File: config.mk
export PLATFORM = sky130hd
export DESIGN_NAME = dio_exec
export DESIGN_NICKNAME = d
export VERILOG_FILES = /design/src/dio_exec.v
export VERILOG_INCLUDE_DIRS = /design/src /design/src/src
export SDC_FILE = /design/constraint.sdc
export NUM_CORES = 1
export LEC_CHECK = 0
export ABC_CLOCK_PERIOD_IN_PS = 1900
export BUFFER_PORTS_ARGS = -buffer_cell sky130_fd_sc_hd__buf_2
export CORE_ASPECT_RATIO = 0.8
export CORE_MARGIN = 2
export CORE_UTILIZATION = 35
export CTS_CLUSTER_SIZE = 10
export DETAILED_ROUTE_END_ITERATION = 10
export GPL_ROUTABILITY_DRIVEN = 0
export PLACE_DENSITY = 0.66
export SLEW_MARGIN = 20
export SYNTH_ARGS = -nofsm -noshare
export SYNTH_HDL_FRONTEND = slang
export SYNTH_SLANG_ARGS = --single-unit
export TNS_END_PERCENT = 100
File: constraint.sdc
create_clock -name mclk -period 1.9 [get_ports mclk]
set_input_delay 0.19 -clock mclk [delete_from_list [all_inputs] [get_ports mclk]]
set_output_delay 0.19 -clock mclk [all_outputs]
set_load 0.03 [all_outputs]
File: src/dio_map.vh
// constants for the interrupt/idle/port-input/load execution block
// assumes one core clock at 125 MHz and a 16-bit data path
`ifndef DIO_MAP_VH
`define DIO_MAP_VH
// opcode select codes presented by the sequencer
`define DIO_OP_NONE   3'h0
`define DIO_OP_ENABLE_INTERRUPTS_OP   3'h1
`define DIO_OP_IDLE   3'h2
`define DIO_OP_IN     3'h3
`define DIO_OP_SWI    3'h4
`define DIO_OP_LOAD   3'h5
// software interrupt operand range and vector spacing
`define DIO_K_MAX     5'h1F
`define DIO_VEC_LAST  16'h003E
// synchroniser depth: ready is trusted this many edges into a port read
`define DIO_IO_SYNC_AGE 2'h2
// reset values
`define DIO_INTERRUPT_MASK_BIT_RST  1'h1
`define DIO_SXM_RST   1'h1
`endif

File: src/dio_exec.v
// execution unit for enable-interrupts, idle, port input, soft interrupt, load accumulator
// assumes the sequencer presents one op per start pulse and waits for done;
// io_ready comes from a pin and is synchronised here
`timescale 1ns/1ps
`default_nettype none
`include "dio_map.vh"

// Contract
// - enable-interrupts clears the mask bit to 0 once the op completes.
// - idle halts execution until reset or an interrupt request arrives.
// - port input reads a 16-bit word and writes it to data memory.
// - port input drives io select low; strobe, read and ready as memory read.
// - soft interrupt takes K 0..31 and jumps to vector K, whatever its source.
// - vectors sit every two words from 0h to 3Eh; target is twice K.
// - load fetches the data word, shifts left by count, writes accumulator.
// - vacated low bits zero; high bits sign-extended only when mode bit is 1.
module dio_exec #(
   parameter DW = 16,                     // data word width
   parameter AW = 16                      // address width
) (
   input  wire          mclk,             // core clock
   input  wire          rst_n,            // synchronous reset, active low
   input  wire          op_start,         // one-cycle request to execute op_code
   input  wire [2:0]    op_code,          // operation select
   input  wire [AW-1:0] dm_addr,          // resolved data-memory address
   input  wire [AW-1:0] port_address,     // I/O port address
   input  wire [4:0]    soft_k,           // soft interrupt number
   input  wire [3:0]    shift_count,      // load shift count
   input  wire          sxm_set,          // pulse: set sign extension mode bit
   input  wire          sxm_clr,          // pulse: clear sign extension mode bit
   input  wire          interrupt_mask_bit_set,         // pulse: disable interrupts
   input  wire          irq_pending,      // interrupt request from interrupt logic
   input  wire [DW-1:0] dm_rdata,         // data-memory read word, valid in the cycle dm_rd is high
   input  wire [DW-1:0] io_rdata,         // external data bus input
   input  wire          io_ready,         // external ready pin
   output wire          op_done,          // one-cycle completion pulse
   output reg           idle_active,      // core is halted in idle
   output reg           interrupt_mask_bit,       // 1 masks maskable interrupts
   output reg           sign_extension_mode_bit,  // 1 sign-extends loads
   output reg           pc_load,          // pulse: load program counter
   output reg  [AW-1:0] pc_target,        // program counter target
   output reg  [31:0]   acc,              // accumulator
   output reg           dm_rd,            // data-memory read request
   output reg           dm_we,            // data-memory write pulse
   output reg  [AW-1:0] dm_waddr,         // data-memory address
   output reg  [DW-1:0] dm_wdata,         // data-memory write word
   output reg           io_space_select_n,        // low during I/O access
   output reg           external_access_strobe,   // low-active external strobe level
   output reg           io_rd_n,          // read strobe, active low
   output reg  [AW-1:0] io_addr           // external address bus
);

   // ==========================================================
   // state machine
   // ST_IDLE_WAIT is the warm-up edge after reset, not the idle op
   localparam ST_IDLE_WAIT = 3'h0;
   localparam ST_READY     = 3'h1;
   localparam ST_IO        = 3'h2;
   localparam ST_LOAD      = 3'h3;
   localparam ST_HALT      = 3'h4;

   reg [2:0]    state_reg;
   reg [2:0]    state_next;
   reg          rdy_meta_reg;
   reg          rdy_sync_reg;
   reg          done_reg;
   reg [3:0]    shift_reg;
   reg [1:0]    io_age_reg;
   wire         io_data_ok;

   // shift with zero fill; high bits follow sign only under mode bit
   function [31:0] shift_load;
      input [15:0] w;
      input [3:0]  n;
      input        sx;
      reg   [31:0] ext;
      begin
         ext = sx ? {{16{w[15]}}, w} : {16'h0000, w};
         shift_load = ext << n;
      end
   endfunction

   assign op_done = done_reg;

   // ==========================================================
   // ready synchroniser: first stage read only by the second
   always @(posedge mclk) begin
      if (!rst_n) begin
         rdy_meta_reg <= 1'b0;
         rdy_sync_reg <= 1'b0;
      end else begin
         rdy_meta_reg <= io_ready;
         rdy_sync_reg <= rdy_meta_reg;
      end
   end

   // ==========================================================
   // next state: only ST_READY accepts an op; busy states drop op_start
   always @* begin
      state_next = state_reg;
      case (state_reg)
         ST_READY: begin
            if (op_start) begin
               case (op_code)
                  `DIO_OP_IDLE: state_next = ST_HALT;
                  `DIO_OP_IN:   state_next = ST_IO;
                  `DIO_OP_LOAD: state_next = ST_LOAD;
                  default:      state_next = ST_READY;
               endcase
            end
         end
         ST_IO:   state_next = io_data_ok ? ST_READY : ST_IO;
         ST_LOAD: state_next = ST_READY;
         ST_HALT: state_next = irq_pending ? ST_READY : ST_HALT;
         default: state_next = ST_READY;
      endcase
   end

   // ==========================================================
   // port read age
   // the synchroniser still shows ready from before the strobe fell for two
   // edges; trusting it earlier would take the bus word before the peer drives it
   // saturates, so a slow peer may hold ready low for as long as it needs
   always @(posedge mclk) begin
      if (!rst_n)
         io_age_reg <= 2'h0;
      else if (state_reg != ST_IO)
         io_age_reg <= 2'h0;
      else if (io_age_reg != `DIO_IO_SYNC_AGE)
         io_age_reg <= io_age_reg + 2'h1;
   end

   assign io_data_ok = (state_reg == ST_IO) && rdy_sync_reg
                       && (io_age_reg == `DIO_IO_SYNC_AGE);

   // ==========================================================
   // datapath
   always @(posedge mclk) begin
      if (!rst_n) begin
         // strobes rest high; mask and mode bits come up set
         state_reg               <= ST_IDLE_WAIT;
         interrupt_mask_bit      <= `DIO_INTERRUPT_MASK_BIT_RST;
         sign_extension_mode_bit <= `DIO_SXM_RST;
         idle_active             <= 1'b0;
         done_reg                <= 1'b0;
         pc_load                 <= 1'b0;
         pc_target               <= {AW{1'b0}};
         acc                     <= 32'h00000000;
         dm_rd                   <= 1'b0;
         dm_we                   <= 1'b0;
         dm_waddr                <= {AW{1'b0}};
         dm_wdata                <= {DW{1'b0}};
         io_space_select_n       <= 1'b1;
         external_access_strobe  <= 1'b1;
         io_rd_n                 <= 1'b1;
         io_addr                 <= {AW{1'b0}};
         shift_reg               <= 4'h0;
      end else begin
         state_reg <= (state_reg == ST_IDLE_WAIT) ? ST_READY : state_next;
         done_reg  <= 1'b0;
         pc_load   <= 1'b0;
         dm_rd     <= 1'b0;
         dm_we     <= 1'b0;
         // set pulses from other logic take effect unless an op overrides below
         if (sxm_set)
            sign_extension_mode_bit <= 1'b1;
         else if (sxm_clr)
            sign_extension_mode_bit <= 1'b0;
         // a same-cycle enable-interrupts op below overrides interrupt_mask_bit_set
         if (interrupt_mask_bit_set)
            interrupt_mask_bit <= 1'b1;
         if (state_reg == ST_READY && op_start) begin
            case (op_code)
               `DIO_OP_ENABLE_INTERRUPTS_OP: begin
                  interrupt_mask_bit <= 1'b0;
                  done_reg           <= 1'b1;
               end
               `DIO_OP_IDLE: idle_active <= 1'b1;
               `DIO_OP_IN: begin
                  io_space_select_n      <= 1'b0;
                  external_access_strobe <= 1'b0;
                  io_rd_n                <= 1'b0;
                  io_addr                <= port_address;
                  dm_waddr               <= dm_addr;
               end
               `DIO_OP_SWI: begin
                  // K is five bits so 0..31 only; vector = 2K, last is 3Eh
                  pc_target <= {{(AW-6){1'b0}}, soft_k, 1'b0};
                  pc_load   <= 1'b1;
                  done_reg  <= 1'b1;
               end
               `DIO_OP_LOAD: begin
                  dm_rd     <= 1'b1;
                  dm_waddr  <= dm_addr;
                  shift_reg <= shift_count;
               end
               default: done_reg <= 1'b1;
            endcase
         end
         // data sampled while strobe low and ready seen, as a memory read
         if (io_data_ok) begin
            dm_wdata               <= io_rdata;
            dm_we                  <= 1'b1;
            io_space_select_n      <= 1'b1;
            external_access_strobe <= 1'b1;
            io_rd_n                <= 1'b1;
            done_reg               <= 1'b1;
         end
         // dm_rdata is taken in the cycle dm_rd stands
         if (state_reg == ST_LOAD) begin
            acc      <= shift_load(dm_rdata, shift_reg, sign_extension_mode_bit);
            done_reg <= 1'b1;
         end
         // an interrupt or reset is the only way out of idle
         if (state_reg == ST_HALT && irq_pending) begin
            idle_active <= 1'b0;
            done_reg    <= 1'b1;
         end
      end
   end

endmodule // dio_exec

`default_nettype wire

==> reports/qor.txt <==
Status: finished, final reports clean
Fin worst setup slack: 0.0612 ns
Syn Area/Cell: 10.1 µm²
WL/cell: 16.1 µm
Initial antenna violation count: 0
Area of the die: 14700 µm²
Net Sw Frac: 23.9%
Netlist cell types: 66
Share of the synthesized area in the top cell type: 43.2%
Syn. warnings: 0
Largest net degree at the start of global routing: 62
Final Hold Viols: 0
Hold Path End: sign_extension_mode_bit$_SDFFE_PP1P_
Die Width: 135 µm
Crit end category: register
Startpoint Class: register
Arr. time, crit path: 2.07 ns
Slowest CP cell: mux4_1
Clk buf depth: 2
Seq/Total Area, Yosys: 43.2%
Antenna cells: 0
Maxcap violations: 0
Minimum clock period after layout: 1.84 ns
Via Count: 4269
Logic pwr share: 10.6%
P_leak: 2.99 nW
FF+latch count, synth: 104
Placement Setup Slack: 0.0562 ns
Fmax: 544 MHz
Final Cycle Share: 96.8%
Final setup violating endpoints: 0
Worst min-delay path class: in -> reg
Number of global-route vias before repair: 4070
Via/cell ratio: 5.14
Total grt overflow: 0
Hold Path Depth: 2
H-tree lvl count: 3
P_sw: 0.00111 W
Clk network pwr share: 41.5%
Most frequent cells after synthesis: dfxtp_1, nor2_1, mux2i_1
Fin cells: 831
R2R Setup Slk: 0.06 ns
Core Region: 13500 µm²
Placed Cells: 814
P&R area growth vs syn: 29.1%
Later-pin clock latency in the skew report: 0.34 ns
Port-buffer cells: 178
Fin nets: 731
R2R depth: 5
Register with the highest flop count: acc
Predominant post-synthesis flop cell: dfxtp_1
First-pass GRT wire length: 20600 µm
Boundary Pins: 190
Pint: 0.00354 W
DRC: 0
Die Y: 109 µm
CP Cell Sequence: buf_12 > mux4_1 > mux2i_1 > nand2_1 > a32o_1
Sequential power share: 47.9%
Largest area contributor in the synthesized netlist: dfxtp_1
Critical-path maximum fanout: 14
Largest stage delay, worst path: 0.57 ns
CTS tree: built
DRT iter0 DRCs: 297
Clk pin slew, worst setup/hold paths: 0.07 ns
Synthesized area: 4820 µm²
RR Endpoint: acc[23]$_SDFFE_PN0P_
Critical Setup Path Class: reg -> reg
VDD IR max: 0.000397 V
Post-synth EDFFs: 0
CP bufs+invs: 1
Post-Syn Instances: 478
Hold Crit Start: sxm_set
Top-count cell post-synth: dfxtp_1
Drt first pass iters: 5
All-Layer GR Usage: 18.0%
HPWL after DPL: 9860 µm
DRT antenna net count: 0
PwrDens: 747 nW/µm²
Pins Over Slew Limit: 0
CP delay by family, top: multiplexers
Clock Skews: 0.00683 ns
Cts bufs inserted: 9
Initial Util: 35.7%
R2r startpoint: shift_reg[1]$_SDFFE_PN0P_
Critical Path RT: 2.14 ns
Share of post-route cells with drive strength above 1: 37.2%
CTS Root Cell: clkbuf_16
Max reg flops: 32
Top post-synthesis cells by area: dfxtp_1, mux2i_1, nor2_1
Routed Wire Length: 13400 µm
# clock sinks: 104
Tot Pwr: 0.00465 W
Asr flop ratio synth: 0%
Core Rows: 38
[stage by stage]
step	setup TNS [ns]	instance area (µm²)	utilization (%)	hold slack (ns)
6_report	0	6230	46.1	0.0359
5_1_grt	-0.0170	6230	46.1	0.0349
4_1_cts	0	6190	45.9	0.0214
3_5_place_dp	0	5880	43.5	0.392
3_3_place_gp	0	5880	43.5	0.376
2_1_floorplan	0	4860	-	0.284
[cells in the final DEF (no fill, tap or decap), types with 7 or more instances in the layout]
| master | count |
|---|---|
| buf_2 | 178 |
| dfxtp_1 | 103 |
| nor2_1 | 61 |
| mux2i_1 | 58 |
| a21oi_1 | 22 |
| nand2_1 | 19 |
| a22o_1 | 16 |
| buf_4 | 14 |
| nand3_1 | 12 |
| conb_1 | 11 |
| mux2_2 | 10 |
| clkbuf_16 | 10 |
| o21ai_0 | 9 |
| mux4_1 | 8 |
| nor3_1 | 7 |
| o221ai_1 | 7 |
[layout make-up]
| cell class | count | area (µm²) |
|---|---|---|
| repair buffers | 199 | 1140 |
| flip-flops and latches | 104 | 2080 |
| clock buffers | 12 | 267 |
| clock inverters | 4 | 51.3 |
| inverters | 7 | 26.3 |
| fillers | 1298 | 7280 |
| multi-input cells | 325 | 2430 |
| well taps | 180 | 225 |
[kinds of logic (layout without fill, tap and decap cells)]
kind of cell,count (synthesis),count (layout),share of synthesized area (%)
simple gates,134,134,13.4
flops,104,104,43.2
compound gates,97,97,15.0
mux,80,80,20.4
buf+inv,59,222,7.32
xor+xnor,2,2,0.363
fa+ha+maj,1,1,0.259
other cells,1,11,0.0777
[layer usage]
metal	wire length [µm]	share of wire [%]	track usage, %
met4	125	0.93	4.24
met5	0	0	0
met3	1140	8.5	6.28
met2	6100	45	27.9
met1	6040	45	24.3
[worst reg2reg max path, delay by kind of cell, from the launching register on]
kind / cells / cell delay [ns]
DFF: 1 / 0.40
AOI/OAI and AO/OA: 1 / 0.22
and+or+nand+nor: 1 / 0.10
buffers and inverters: 1 / 0.17
muxes: 2 / 0.85
[power groups by stage]
stage	combinational [W]	sequential, W	clock [W]
after floorplan	0.000263	0.00232	0
after global placement	0.000479	0.00228	0
after detailed placement	0.000487	0.00228	0
after CTS	0.000489	0.00223	0.00200
after global routing	0.000532	0.00223	0.00207
final	0.000492	0.00223	0.00193
[how the worst max path moves through the flow]
stage	start	endpoint	depth (start not counted)
2_1_floorplan	sign_extension_mode_bit$_SDFFE_PP1P_	acc[24]$_SDFFE_PN0P_	5
3_3_place_gp	shift_reg[1]$_SDFFE_PN0P_	acc[20]$_SDFFE_PN0P_	5
3_5_place_dp	shift_reg[1]$_SDFFE_PN0P_	acc[20]$_SDFFE_PN0P_	5
4_1_cts	shift_reg[1]$_SDFFE_PN0P_	acc[20]$_SDFFE_PN0P_	5
5_1_grt	shift_reg[1]$_SDFFE_PN0P_	acc[7]$_SDFFE_PN0P_	6
6_report	shift_reg[1]$_SDFFE_PN0P_	acc[23]$_SDFFE_PN0P_	5
[repair_timing]
| action | 4_1_cts | 5_1_grt |
|---|---|---|
| gates resized for setup | 0 | 3 |
| buffers inserted | 0 | 0 |
| hold endpoints to repair | 0 | 0 |
| endpoints found under the setup margin | 0 | 7 |
| hold buffers | 0 | 0 |
(Power assumes the default switching activity.)
